===== src/flash_status_pkg.sv =====
package flash_status_pkg;

  // clock and bus timing, in ns as the part needs them
  localparam int CLK_PERIOD_NS = 25;
  localparam int T_READ_NS     = 90;  // read access time, least
  localparam int T_WE_NS       = 35;  // write strobe low time, least
  localparam int RD_CYC = (T_READ_NS + CLK_PERIOD_NS - 1) / CLK_PERIOD_NS < 1 ? 1 :
                          (T_READ_NS + CLK_PERIOD_NS - 1) / CLK_PERIOD_NS;
  localparam int WE_CYC = (T_WE_NS + CLK_PERIOD_NS - 1) / CLK_PERIOD_NS < 1 ? 1 :
                          (T_WE_NS + CLK_PERIOD_NS - 1) / CLK_PERIOD_NS;

  // flash bus widths
  localparam int ADDR_W = 20;
  localparam int DATA_W = 8;

  // status bit positions on the data bus
  localparam int POLL_STATUS_BIT  = 7;
  localparam int TOGGLE_BIT_ONE   = 6;
  localparam int TIMEOUT_FAIL_BIT = 5;
  localparam int ERASE_WINDOW_BIT = 3;
  localparam int TOGGLE_BIT_TWO   = 2;

  localparam logic [DATA_W-1:0] CMD_RESET = 8'hf0;

  // register word indices on the avalon slave
  localparam logic [2:0] REG_CTRL   = 3'h0;
  localparam logic [2:0] REG_ADDR   = 3'h1;
  localparam logic [2:0] REG_WDATA  = 3'h2;
  localparam logic [2:0] REG_STATUS = 3'h3;
  localparam logic [2:0] REG_RDATA  = 3'h4;

  // control register fields
  localparam int CTRL_START  = 0;
  localparam int CTRL_OP_LSB = 1;

  // status register fields
  localparam int ST_BUSY = 0;
  localparam int ST_PASS = 1;
  localparam int ST_FAIL = 2;
  localparam int ST_RDY  = 3;
  localparam int ST_TB2  = 4;
  localparam int ST_EWIN = 5;

  localparam logic [31:0] RESET_ZERO = 32'h0000_0000;

  typedef enum logic [1:0] {
    OP_WRITE  = 2'h0,
    OP_READ   = 2'h1,
    OP_POLL   = 2'h2,
    OP_TOGGLE = 2'h3
  } op_t;

  typedef enum logic [3:0] {
    S_IDLE  = 4'b0001,
    S_READ  = 4'b0010,
    S_WRITE = 4'b0100,
    S_EVAL  = 4'b1000
  } state_t;

  typedef enum logic [1:0] {
    ACT_READ  = 2'h0,
    ACT_RESET = 2'h1,
    ACT_PASS  = 2'h2,
    ACT_FAIL  = 2'h3
  } act_t;

  // pins driven toward the flash
  typedef struct packed {
    logic [ADDR_W-1:0] addr;
    logic [DATA_W-1:0] dq_out;
    logic              dq_oe;
    logic              ce_n;
    logic              oe_n;
    logic              we_n;
  } flash_out_t;

endpackage


===== src/flash_status_host.sv =====
// Function
// - host reads polling status at the programmed address
// - host reads erase status inside a sector chosen for erasure
// - after polling bit turns true, host takes data from the next read
// - timeout-failure bit seen: host reads the polling bit once more
// - host does two back-to-back reads and compares toggle bits
// - still toggling with failure bit high: host fails and sends reset command
// - host restarts toggle check from its first double read on resuming
`timescale 1ns/1ps
module flash_status_host
  import flash_status_pkg::*;
(
  input  wire logic              clk_sys,          // system clock, 40 MHz
  input  wire logic              rst,              // async reset, active high
  input  wire logic [2:0]        avs_address,      // register word index
  input  wire logic              avs_read,         // avalon read
  input  wire logic              avs_write,        // avalon write
  input  wire logic [31:0]       avs_writedata,    // avalon write data
  output logic      [31:0]       avs_readdata,     // avalon read data
  output logic                   avs_waitrequest,  // avalon stall
  output flash_out_t             flash_o,          // pins toward the flash
  input  wire logic [DATA_W-1:0] dq_in,            // flash data bus level
  input  wire logic              ready_busy_out    // flash ready/busy, high = ready
);

  state_t            state;
  op_t               op;
  logic [2:0]        step;
  logic [3:0]        cnt;
  logic [DATA_W-1:0] sample;
  logic [ADDR_W-1:0] addr_reg;
  logic [DATA_W-1:0] wdata_reg;
  logic              t1_first;
  logic              t2_first;
  logic              pass;
  logic              fail;
  logic              tb2_seen;
  logic              rd_ack;
  logic [3:0]        rd_count;
  logic              recheck_seen;

  // register decode
  wire wr_ctrl  = avs_write && avs_address == REG_CTRL;
  wire wr_addr  = avs_write && avs_address == REG_ADDR;
  wire wr_wdata = avs_write && avs_address == REG_WDATA;
  wire busy     = state != S_IDLE;
  wire start    = wr_ctrl && avs_writedata[CTRL_START] && !busy;  // starts while busy are dropped
  wire op_t start_op = op_t'(avs_writedata[CTRL_OP_LSB +: 2]);

  // status bits of the current sample
  wire poll_true = sample[POLL_STATUS_BIT] == wdata_reg[POLL_STATUS_BIT];
  wire tb1_same  = sample[TOGGLE_BIT_ONE] == t1_first;
  wire tb2_diff  = sample[TOGGLE_BIT_TWO] != t2_first;
  wire fail_bit  = sample[TIMEOUT_FAIL_BIT];

  // reads stall one cycle so read data come from a flop
  assign avs_waitrequest = avs_read && !rd_ack;

  wire [31:0] status_word = {26'h0, sample[ERASE_WINDOW_BIT], tb2_seen, ready_busy_out, fail, pass, busy};
  wire [31:0] rd_mux = avs_address == REG_CTRL   ? {29'h0, op, 1'b0} :
                       avs_address == REG_ADDR   ? {12'h0, addr_reg} :
                       avs_address == REG_WDATA  ? {24'h0, wdata_reg} :
                       avs_address == REG_STATUS ? status_word :
                       avs_address == REG_RDATA  ? {24'h0, sample} : RESET_ZERO;

  // algorithm decision after each finished cycle
  act_t       next_act;
  logic [2:0] next_step;
  always_comb begin
    next_act  = ACT_PASS;
    next_step = 3'd0;
    case (op)
      OP_POLL: begin
        case (step)
          3'd0: begin
            next_act = ACT_READ;
            if (poll_true) begin
              next_step = 3'd2;                 // one more read for valid data
            end else if (fail_bit) begin
              next_step = 3'd1;                 // failure bit may move with poll bit
            end else begin
              next_step = 3'd0;
            end
          end
          3'd1: begin
            next_act  = poll_true ? ACT_READ : ACT_RESET;
            next_step = poll_true ? 3'd2 : 3'd3;
          end
          3'd3:    next_act = ACT_FAIL;
          default: next_act = ACT_PASS;
        endcase
      end
      OP_TOGGLE: begin
        case (step)
          3'd0: begin
            next_act  = ACT_READ;
            next_step = 3'd1;
          end
          3'd4: begin
            next_act  = ACT_READ;
            next_step = 3'd5;
          end
          3'd1: begin
            next_act = ACT_READ;
            if (tb1_same) begin
              next_step = 3'd2;                 // stopped: next read is array data
            end else if (fail_bit) begin
              next_step = 3'd4;                 // recheck with a fresh pair
            end else begin
              next_step = 3'd0;                 // still busy: begin again with a pair
            end
          end
          3'd5: begin
            next_act  = tb1_same ? ACT_READ : ACT_RESET;
            next_step = tb1_same ? 3'd2 : 3'd3;
          end
          3'd3:    next_act = ACT_FAIL;
          default: next_act = ACT_PASS;
        endcase
      end
      default: next_act = ACT_PASS;
    endcase
  end

  // avalon register writes and read data
  always_ff @(posedge clk_sys or posedge rst) begin
    if (rst) begin
      addr_reg     <= '0;
      wdata_reg    <= '0;
      rd_ack       <= 1'b0;
      avs_readdata <= RESET_ZERO;
    end else begin
      rd_ack <= avs_read && !rd_ack;
      if (avs_read && !rd_ack) begin
        avs_readdata <= rd_mux;
      end
      if (wr_addr && !busy) begin
        addr_reg <= avs_writedata[ADDR_W-1:0];
      end
      if (wr_wdata && !busy) begin
        wdata_reg <= avs_writedata[DATA_W-1:0];
      end
    end
  end

  // bus cycle engine and sequencer; the address stays fixed for the whole
  always_ff @(posedge clk_sys or posedge rst) begin
    if (rst) begin
      state   <= S_IDLE;
      op      <= OP_WRITE;
      step    <= 3'd0;
      cnt     <= 4'd0;
      sample  <= '0;
      flash_o <= '{addr: '0, dq_out: '0, dq_oe: 1'b0, ce_n: 1'b1, oe_n: 1'b1, we_n: 1'b1};
    end else begin
      case (state)
        S_IDLE: begin
          if (start) begin
            op              <= start_op;
            step            <= 3'd0;
            cnt             <= 4'd0;
            flash_o.addr    <= addr_reg;
            flash_o.dq_out  <= wdata_reg;
            flash_o.ce_n    <= 1'b0;
            flash_o.dq_oe   <= start_op == OP_WRITE;
            flash_o.we_n    <= start_op != OP_WRITE;
            flash_o.oe_n    <= start_op == OP_WRITE;
            state           <= start_op == OP_WRITE ? S_WRITE : S_READ;
          end
        end
        S_READ: begin
          cnt <= cnt + 4'd1;
          if (cnt == 4'(RD_CYC - 1)) begin
            sample       <= dq_in;
            flash_o.ce_n <= 1'b1;
            flash_o.oe_n <= 1'b1;
            state        <= S_EVAL;
          end
        end
        S_WRITE: begin
          cnt <= cnt + 4'd1;
          if (cnt == 4'(WE_CYC - 1)) begin
            flash_o.ce_n <= 1'b1;
            flash_o.we_n <= 1'b1;
            state        <= S_EVAL;
          end
        end
        S_EVAL: begin
          flash_o.dq_oe <= 1'b0;              // data held one cycle past the strobe
          cnt           <= 4'd0;
          step          <= next_step;
          case (next_act)
            ACT_READ: begin
              flash_o.ce_n <= 1'b0;
              flash_o.oe_n <= 1'b0;
              state        <= S_READ;
            end
            ACT_RESET: begin
              flash_o.dq_out <= CMD_RESET;    // failed: back to array reads
              flash_o.dq_oe  <= 1'b1;
              flash_o.ce_n   <= 1'b0;
              flash_o.we_n   <= 1'b0;
              state          <= S_WRITE;
            end
            default: state <= S_IDLE;
          endcase
        end
        default: state <= S_IDLE;
      endcase
    end
  end

  // outcome flags and toggle history; flags and tb2_seen cleared by a new start, t1_first/t2_first reloaded at each first read
  always_ff @(posedge clk_sys or posedge rst) begin
    if (rst) begin
      pass         <= 1'b0;
      fail         <= 1'b0;
      t1_first     <= 1'b0;
      t2_first     <= 1'b0;
      tb2_seen     <= 1'b0;
      rd_count     <= 4'd0;
      recheck_seen <= 1'b0;
    end else begin
      if (start) begin
        pass         <= 1'b0;
        fail         <= 1'b0;
        tb2_seen     <= 1'b0;
        rd_count     <= 4'd0;
        recheck_seen <= 1'b0;
      end
      if (state == S_READ && cnt == 4'(RD_CYC - 1) && rd_count != 4'hf) begin
        rd_count <= rd_count + 4'd1;
      end
      if (state == S_EVAL) begin
        if (op == OP_TOGGLE && (step == 3'd0 || step == 3'd4)) begin
          t1_first <= sample[TOGGLE_BIT_ONE];
          t2_first <= sample[TOGGLE_BIT_TWO];
        end
        if (op == OP_TOGGLE && (step == 3'd1 || step == 3'd5) && tb2_diff) begin
          tb2_seen <= 1'b1;                   // address lies in a sector chosen for erasure
        end
        if ((op == OP_POLL && step == 3'd1) || (op == OP_TOGGLE && step == 3'd5)) begin
          recheck_seen <= 1'b1;
        end
        pass <= pass | (next_act == ACT_PASS);
        fail <= fail | (next_act == ACT_FAIL);
      end
    end
  end
endmodule


===== config.mk =====
export PLATFORM = sky130hd
export DESIGN_NAME = flash_status_host
export DESIGN_NICKNAME = d
export VERILOG_FILES = /design/src/flash_status_pkg.sv /design/src/flash_status_host.sv
export SDC_FILE = /design/constraint.sdc
export NUM_CORES = 1
export LEC_CHECK = 0
export BUFFER_PORTS_ARGS = -buffer_cell sky130_fd_sc_hd__buf_2
export CAP_MARGIN = 20
export CORE_MARGIN = 5
export CORE_UTILIZATION = 58
export CTS_CLUSTER_SIZE = 24
export DETAILED_ROUTE_END_ITERATION = 8
export GPL_ROUTABILITY_DRIVEN = 0
export PLACE_DENSITY = 0.91
export SLEW_MARGIN = 5
export SYNTH_ARGS = -nofsm -noshare
export SYNTH_HDL_FRONTEND = slang
export SYNTH_SLANG_ARGS = --single-unit

===== constraint.sdc =====
create_clock -name clk_sys -period 6.6 [get_ports clk_sys]
set_input_delay 1.98 -clock clk_sys [delete_from_list [all_inputs] [get_ports clk_sys]]
set_output_delay 1.98 -clock clk_sys [all_outputs]
set_load 0.02 [all_outputs]

==> results.sh, run 1 <==
export IMPL_grt_max_degree=57
export IMPL_vias_per_cell=5.86
export IMPL_combinationalPowerShare_pct=35.0
export IMPL_period_needed_ns=5.15
export IMPL_drive_above_1_share_pct=39.7
export IMPL_end_kind="output port"
export IMPL_p_seq_share_pct=48.3
export IMPL_use_met2_pct=35.3
export IMPL_slew_headroom_pct=32.6
export IMPL_cts_tree="built"
export IMPL_synthesis_area_um2=4830
export IMPL_cts_max_path_buffers=2
export IMPL_r2r_start="state[1]$_DFFE_PP0P_"
export IMPL_synthTopCellsByArea="dfrtp_1 (53%), mux2_2 (15%), nand2_1 (2.9%)"
export IMPL_dp_hpwl_mm=7.61
export IMPL_cts_root_buf="clkbuf_8"
export IMPL_nets=521
export IMPL_finalClockSkew_ns=0.0123
export IMPL_post_cts_resized=0
export IMPL_grt_pass1_wl_mm=17.3
export IMPL_die_h_um=101
export IMPL_min_from="avs_readdata[7]$_DFFE_PP0P_"
export IMPL_initial_core_util_pct=59.1
export IMPL_gr_usage_met1_pct=27.4
export IMPL_tightest_slew_ns=1.01
export IMPL_p_switching_mw=0.899
export IMPL_min_path_type="flop to flop"
export IMPL_post_cts_buffers=0
export IMPL_largest_reg_flops=32
export IMPL_period_share_pct=78.0
export IMPL_cts_made_buffers=9
export IMPL_path_clk_slew_ns=0.11
export IMPL_crit_fanout=29
export IMPL_reg2reg_slack_ns=4.12
export IMPL_num_antenna_cells=0
export IMPL_power_density_nw_per_um2=425
export IMPL_finalHoldViolCount=0
export IMPL_syn_to_final_growth_pct=13.6
export IMPL_grt_pass1_vias=3454
export IMPL_synth_seq_cells=107
export IMPL_fin_area_um2=5490
export IMPL_multi_input_area_um2=1970
export IMPL_synthFlopType="dfrtp_1"
export IMPL_antenna_found_initial=0
export IMPL_fmax_mhz=194
export IMPL_initialDrtViolationCount=228
export IMPL_drv_cap=0
export IMPL_cts_max_level=3
export IMPL_clock_latency_ns=0.37
export IMPL_io_buffer_count=88
export IMPL_yosys_warnings=0
export IMPL_rsz0062_at_grt="false"
export IMPL_ios=113
export IMPL_ys_types=52
export IMPL_synth_edf_count=0
export IMPL_grt_usage_pct=21.6
export IMPL_r2r_end="flash_o[1]$_DFFE_PP1P_"
export IMPL_met3_usage_pct=6.82
export IMPL_hold_path_endpoint="avs_readdata[7]$_DFFE_PP0P_"
export IMPL_cp_arrival_ns=3.17
export IMPL_yosysTopAreaCell="dfrtp_1"
export IMPL_die_area_um2=10300
export IMPL_clock_sinks=107
export IMPL_postCtsHoldBufs=0
export IMPL_overflow=0
export IMPL_ir_drop_mv=0.261
export IMPL_leakagePower_nw=2.69
export IMPL_wl_per_cell_um=18.2
export IMPL_syn_avg_cell_area_um2=12.4
export IMPL_min_path_cells=2
export IMPL_seqCellArea_um2=2680
export IMPL_nFillCells=582
export IMPL_first_pass_iters=7
export IMPL_grt_busiest_layer="met2"
export IMPL_ant_nets=0
export IMPL_outcome="finished clean"
export IMPL_worst_setup_path_type="primary input to output port"
export IMPL_place_area_um2=5260
export IMPL_post_route_util_pct=67.2
export IMPL_cp_required_ns=4.62
export IMPL_setup_viol=0
export IMPL_async_reset_ff_share_pct=100
export IMPL_yosysMostFrequentCell="dfrtp_1"
export IMPL_drc_errors=0
export IMPL_switching_share_pct=38.6
export IMPL_drt_total_wl_mm=10.6
export IMPL_row_count=33
export IMPL_core_area_um2=8180
export IMPL_synth_top_area_share_pct=53.3
export IMPL_finalMaxSlewViolations=0
export IMPL_synthCells=391
export IMPL_crit_path_start="avs_read"
export IMPL_synth_common_cells="dfrtp_1 (103), mux2_2 (63), nand2_1 (37)"
export IMPL_p_int_mw=1.43
export IMPL_r2r_cells=4
export IMPL_fp_dieW_um=101
export IMPL_tns_ns=0
export IMPL_dr_total_vias=3404
export IMPL_clockPowerShare_pct=16.7
export IMPL_ys_seq_area_share_pct=55.5
export IMPL_critPathLaunchType="primary input"
==> cell usage in the layout (no fill, tap or decap), types with 5 or more instances in the layout <==
cell type    n
a21oi_1     12
nor3_1       6
dfrtp_1    103
nand3_1      5
clkbuf_8     9
o21ai_0     17
o211ai_1     6
buf_2       88
a22o_1      12
mux2_2      63
o22ai_1      5
nand2_1     37
inv_1        6
nor2_1      16
a22oi_1      7
conb_1      12
==> routing by layer <==
layer / routed length [um] / share of wire [%]
met1: 4100 / 39
met2: 5340 / 51
met3: 908 / 8.6
met4: 203 / 1.9
met5: 0 / 0
==> cell families (layout without fill, tap and decap cells) <==
logic type,count (synthesis),after routing,share of synthesized area [%]
AO/OA/AOI/OAI,80,80,12.0
XOR/XNOR,6,6,1.09
adder cells (fa/ha/maj),2,2,0.518
buffers and inverters,40,114,4.64
flip-flops,107,107,55.5
multiplexers,66,66,15.8
other,1,12,0.0776
AND/OR/NAND/NOR,89,89,10.4
==> final cells by class <==
class | instances | share of cell area (%)
flip-flops and latches | 107 | 48.8
multi-input cells | 255 | 35.8
repair buffers | 91 | 8.93
well taps | 105 | 2.39
clock buffers | 9 | 2.26
clock inverters | 7 | 1.23
inverters | 7 | 0.524
==> how the worst max path moves through the flow <==
stage / endpoint / slack [ns]
4_1_cts: avs_waitrequest / 1.47
2_1_floorplan: addr_reg[0]$_DFFE_PP0P_ / 1.81
3_3_place_gp: avs_waitrequest / 1.50
5_1_grt: avs_waitrequest / 1.32
3_5_place_dp: avs_waitrequest / 1.48
6_report: avs_waitrequest / 1.45
==> per-stage QoR <==
stage | power [mW] | worst slack, ns | hold slack, ns | cells
2_1_floorplan | 1.69 | 1.81 | 0.444 | 402
3_3_place_gp | 1.90 | 1.50 | 0.461 | 563
3_5_place_dp | 1.95 | 1.48 | 0.481 | 563
4_1_cts | 2.34 | 1.47 | 0.505 | 579
5_1_grt | 2.48 | 1.32 | 0.532 | 581
6_report | 2.33 | 1.45 | 0.498 | 581
==> worst max-delay path, stage by stage <==
cell      delay [ns]
buf_2           0.10
nand2b_1        0.70
inv_1           0.17
buf_2           0.22
==> power by group through the flow <==
| stage | clock (mW) | sequential, mW | combinational [mW] |
|---|---|---|---|
| after floorplan | 0 | 1.20 | 0.495 |
| after detailed placement | 0 | 1.13 | 0.815 |
| after CTS | 0.395 | 1.12 | 0.820 |
| after global routing | 0.433 | 1.16 | 0.889 |
| after global placement | 0 | 1.12 | 0.783 |
| final | 0.390 | 1.13 | 0.817 |
No activity file was read; power rests on OpenSTA's default activity.
==> inputs of run 2 (changes only) <==
--- a/config.mk
+++ b/config.mk
@@ -8,11 +8,11 @@
 export BUFFER_PORTS_ARGS = -buffer_cell sky130_fd_sc_hd__buf_2
 export CAP_MARGIN = 20
 export CORE_MARGIN = 5
-export CORE_UTILIZATION = 58
+export CORE_UTILIZATION = 48
 export CTS_CLUSTER_SIZE = 24
 export DETAILED_ROUTE_END_ITERATION = 8
 export GPL_ROUTABILITY_DRIVEN = 0
-export PLACE_DENSITY = 0.91
+export PLACE_DENSITY = 0.81
 export SLEW_MARGIN = 5
 export SYNTH_ARGS = -nofsm -noshare
 export SYNTH_HDL_FRONTEND = slang
==> constraint.sdc (replaced) <==
create_clock -name clk_sys -period 4.5 [get_ports clk_sys]
set_input_delay 1.35 -clock clk_sys [delete_from_list [all_inputs] [get_ports clk_sys]]
set_output_delay 1.35 -clock clk_sys [all_outputs]
set_load 0.02 [all_outputs]
==> results.sh, run 2 (synthesis results as in run 1) <==
export IMPL_power_density_nw_per_um2=616
export IMPL_initial_core_util_pct=49.4
export IMPL_initialDrtViolationCount=110
export IMPL_row_count=36
export IMPL_switching_share_pct=37.7
export IMPL_core_area_um2=9770
export IMPL_cts_max_path_buffers=2
export IMPL_wl_per_cell_um=17.2
export IMPL_fmax_mhz=324
export IMPL_combinationalPowerShare_pct=34.8
export IMPL_hold_path_endpoint="avs_readdata[5]$_DFFE_PP0P_"
export IMPL_period_needed_ns=3.09
export IMPL_cts_root_buf="clkbuf_8"
export IMPL_critPathLaunchType="primary input"
export IMPL_postCtsHoldBufs=0
export IMPL_crit_fanout=3
export IMPL_cts_tree="built"
export IMPL_slew_headroom_pct=41.5
export IMPL_io_buffer_count=88
export IMPL_finalClockSkew_ns=0.0151
export IMPL_grt_pass1_wl_mm=17.1
export IMPL_post_cts_buffers=0
export IMPL_die_area_um2=12200
export IMPL_clockPowerShare_pct=16.8
export IMPL_finalHoldViolCount=0
export IMPL_leakagePower_nw=2.68
export IMPL_final_common_cell="dfrtp_1"
export IMPL_timing_hold_ws_ns=0.486
export IMPL_grt_usage_pct=18.4
export IMPL_min_from="avs_readdata[5]$_DFFE_PP0P_"
export IMPL_worst_setup_path_type="primary input to output port"
export IMPL_drc_errors=0
export IMPL_post_cts_resized=0
export IMPL_grt_max_degree=72
export IMPL_overflow=0
export IMPL_cp_arrival_ns=1.74
export IMPL_min_path_cells=2
export IMPL_tns_ns=0
export IMPL_cts_max_level=3
export IMPL_outcome="finished clean"
export IMPL_final_cell_mix="dfrtp_1 (103), buf_2 (88), mux2_2 (63)"
export IMPL_p_seq_share_pct=48.4
export IMPL_period_share_pct=68.6
export IMPL_min_path_type="flop to flop"
export IMPL_cp_required_ns=3.15
export IMPL_first_pass_iters=4
export IMPL_fp_dieW_um=110
export IMPL_path_clk_slew_ns=0.09
export IMPL_tightest_slew_ns=0.878
export IMPL_syn_to_final_growth_pct=14.2
export IMPL_nets=523
export IMPL_ir_drop_mv=0.379
export IMPL_dr_total_vias=3314
export IMPL_reg2reg_slack_ns=2.11
export IMPL_drive_above_1_share_pct=40.0
export IMPL_clock_sinks=107
export IMPL_setup_viol=0
export IMPL_nFillCells=850
export IMPL_finalMaxSlewViolations=0
export IMPL_drv_cap=0
export IMPL_antenna_found_initial=0
export IMPL_largest_reg_flops=32
export IMPL_ant_nets=0
export IMPL_r2r_cells=6
export IMPL_p_int_mw=2.12
export IMPL_ios=113
export IMPL_end_kind="output port"
export IMPL_p_switching_mw=1.28
export IMPL_drt_total_wl_mm=10.5
export IMPL_vias_per_cell=5.42
export IMPL_grt_pass1_vias=3389
export IMPL_rsz0062_at_grt="false"
export IMPL_die_h_um=110
export IMPL_clock_latency_ns=0.37
export IMPL_r2r_end="flash_o[3]$_DFFE_PP0P_"
export IMPL_cts_made_buffers=9
export IMPL_dp_hpwl_mm=7.81
export IMPL_r2r_start="state[0]$_DFFE_PP1P_"
-- run 2: cell count changes in the layout (fill, tap and decap cells not counted), sizes merged --
| cell | delta |
|---|---|
| diode | +1 |
| clkinvlp | +1 |
| clkbuf | +2 |
| buf | +2 |
| inv | -3 |
-- run 2: routing by layer --
layer / wire (um) / global-route usage, % / part of all wire, %
met1: 4570 / 23.7 / 43
met2: 5100 / 30.0 / 48
met3: 743 / 6.06 / 7.1
met4: 106 / 5.19 / 1.0
met5: 0 / 0 / 0
-- run 2: worst max path at each step --
stage,start,endpoint,slack (ns)
6_report,avs_read,avs_waitrequest,1.41
5_1_grt,avs_read,avs_waitrequest,1.36
3_3_place_gp,avs_address[1],flash_o[3]$_DFFE_PP0P_,1.29
3_5_place_dp,avs_address[1],flash_o[3]$_DFFE_PP0P_,1.29
2_1_floorplan,rst,addr_reg[0]$_DFFE_PP0P_,0.34
4_1_cts,avs_read,avs_waitrequest,1.40
-- run 2: area by class of cell --
| class | count | area (um2) | area share [%] |
|---|---|---|---|
| inverters | 7 | 28.8 | 0.521 |
| well taps | 133 | 166 | 3.01 |
| multi-input cells | 255 | 1970 | 35.6 |
| diodes | 1 | 2.50 | 0.0453 |
| flip-flops and latches | 107 | 2680 | 48.6 |
| clock inverters | 5 | 43.8 | 0.793 |
| clock buffers | 11 | 151 | 2.74 |
| repair buffers | 93 | 478 | 8.66 |
-- run 2: through the flow --
stage                     std cells  util (%)  setup WS (ns)  instance area (um2)  total power, mW
after CTS                       611      56.5           1.40                 5520             3.43
after detailed placement        595      54.5           1.29                 5320             2.86
final                           612      56.5           1.41                 5520             3.40
after global placement          595      54.5           1.29                 5320             2.80
after floorplan                 402         -          0.339                 4870             2.48
after global routing            611      56.5           1.36                 5520             3.63
-- run 2: worst max-delay path: stages --
cell,delay [ns]
buf_2,0.10
nand2b_1,0.07
inv_1,0.06
buf_2,0.16
-- run 2: power groups by stage --
stage / Combinational (mW) / Sequential, mW / Clock [mW]
after global placement: 1.16 / 1.64 / 0
after floorplan: 0.727 / 1.76 / 0
after CTS: 1.20 / 1.65 / 0.588
after detailed placement: 1.19 / 1.67 / 0
after global routing: 1.30 / 1.70 / 0.629
final: 1.18 / 1.65 / 0.572
==> inputs of run 3 (changes only) <==
==> constraint.sdc (replaced) <==
create_clock -name clk_sys -period 2.7 [get_ports clk_sys]
set_input_delay 0.81 -clock clk_sys [delete_from_list [all_inputs] [get_ports clk_sys]]
set_output_delay 0.81 -clock clk_sys [all_outputs]
set_load 0.02 [all_outputs]
==> results.sh, run 3 (synthesis results as in run 1) <==
export IMPL_outcome="finished clean"
export IMPL_clock_latency_ns=0.37
export IMPL_nets=529
export IMPL_dpl_worst_slack_ns=0.332
export IMPL_clock_sinks=107
export IMPL_cts_tree="built"
export IMPL_antenna_found_initial=0
export IMPL_finalHoldViolCount=0
export IMPL_timing_hold_ws_ns=0.358
export IMPL_num_antenna_cells=0
export IMPL_grt_pass1_wl_mm=17.7
export IMPL_io_buffer_count=88
export IMPL_first_pass_iters=4
export IMPL_nFillCells=832
export IMPL_core_area_um2=9770
export IMPL_p_total_mw=5.70
export IMPL_overflow=0
export IMPL_end_kind="flop"
export IMPL_wl_per_cell_um=17.5
export IMPL_cts_made_buffers=9
export IMPL_dr_total_vias=3331
export IMPL_r2r_end="sample[7]$_DFFE_PP0P_"
export IMPL_drt_total_wl_mm=10.8
export IMPL_die_area_um2=12200
export IMPL_drv_cap=0
export IMPL_cp_required_ns=2.95
export IMPL_final_common_cell="dfrtp_1"
export IMPL_finalMaxSlewViolations=0
export IMPL_post_cts_buffers=0
export IMPL_grt_usage_pct=18.9
export IMPL_largest_reg_flops=32
export IMPL_tightest_slew_ns=0.651
export IMPL_crit_fanout=9
export IMPL_dp_hpwl_mm=8.09
export IMPL_cts_max_level=3
export IMPL_vias_per_cell=5.40
export IMPL_drc_errors=0
export IMPL_ios=113
export IMPL_drive_above_1_share_pct=40.7
export IMPL_slew_headroom_pct=56.0
export IMPL_initial_core_util_pct=49.4
export IMPL_post_cts_resized=0
export IMPL_leakagePower_nw=2.71
export IMPL_critPathLaunchType="flop"
export IMPL_r2r_start="state[2]$_DFFE_PP0P_"
export IMPL_grt_pass1_vias=3501
export IMPL_ir_drop_mv=0.639
export IMPL_final_cell_mix="dfrtp_1 (103), buf_2 (88), mux2_2 (63)"
export IMPL_reg2reg_slack_ns=0.44
export IMPL_power_density_nw_per_um2=1020
export IMPL_tns_ns=0
export IMPL_cp_arrival_ns=2.50
export IMPL_postCtsHoldBufs=0
export IMPL_row_count=36
export IMPL_fmax_mhz=443
export IMPL_syn_to_final_growth_pct=15.4
export IMPL_min_path_type="primary input to asynchronous set/reset pin"
export IMPL_initialDrtViolationCount=117
export IMPL_worst_slack_ns=0.445
export IMPL_period_needed_ns=2.26
export IMPL_die_h_um=110
export IMPL_path_clk_slew_ns=0.11
export IMPL_r2r_cells=3
export IMPL_fp_dieW_um=110
export IMPL_worst_setup_path_type="flop to flop"
export IMPL_cts_max_path_buffers=2
export IMPL_period_share_pct=83.5
export IMPL_setup_viol=0
export IMPL_grt_max_degree=63
export IMPL_ant_nets=0
export IMPL_finalClockSkew_ns=0.0119
export IMPL_rsz0062_at_grt="false"
export IMPL_cts_root_buf="clkbuf_8"
==> run 3: worst max-delay path: stages (launching register included) <==
cell     delay, ns
dfrtp_1       0.52
nor4b_1       0.64
nand3_1       0.54
mux2_2        0.43
==> run 3: area by class of cell <==
type                       instances  area [um2]  area share [%]
clock buffer                       9         124            2.22
clock inverter                     7        68.8            1.23
inverter                           7        30.0           0.539
multi-input combinational        255        1970            35.3
sequential                       107        2680            48.1
tap                              133         166            2.99
timing repair buffer              99         536            9.61
==> run 3: worst max path at each step <==
stage,from,to,slack (ns),cells after the start
6_report,state[2]$_DFFE_PP0P_,sample[7]$_DFFE_PP0P_,0.44,3
5_1_grt,state[1]$_DFFE_PP0P_,sample[6]$_DFFE_PP0P_,0.27,3
4_1_cts,state[2]$_DFFE_PP0P_,sample[6]$_DFFE_PP0P_,0.39,3
3_5_place_dp,avs_address[1],flash_o[3]$_DFFE_PP0P_,0.33,7
3_3_place_gp,avs_address[1],flash_o[0]$_DFFE_PP1P_,0.37,5
2_1_floorplan,avs_address[2],flash_o[0]$_DFFE_PP1P_,0.49,5
==> run 3: power by group <==
group / internal, mW / switching (mW)
combinational: 0.917 / 1.08
sequential: 2.24 / 0.506
clock: 0.362 / 0.594
==> run 3: metal layers <==
metal  track usage (%)  vias to the layer above  part of all wire [%]
met2              31.2                      106                    49
met5                 0                        -                     0
met3              7.05                        7                   8.4
met4              2.99                        0                  0.51
li1                  -                     1555                     -
met1              24.6                     1663                    42
==> run 3: through the flow <==
step / cell area (um2) / utilization, % / instances
after floorplan: 4880 / - / 402
after global placement: 5380 / 55.1 / 601
after detailed placement: 5380 / 55.1 / 601
after CTS: 5570 / 57.0 / 617
after global routing: 5570 / 57.0 / 617
final: 5570 / 57.0 / 617
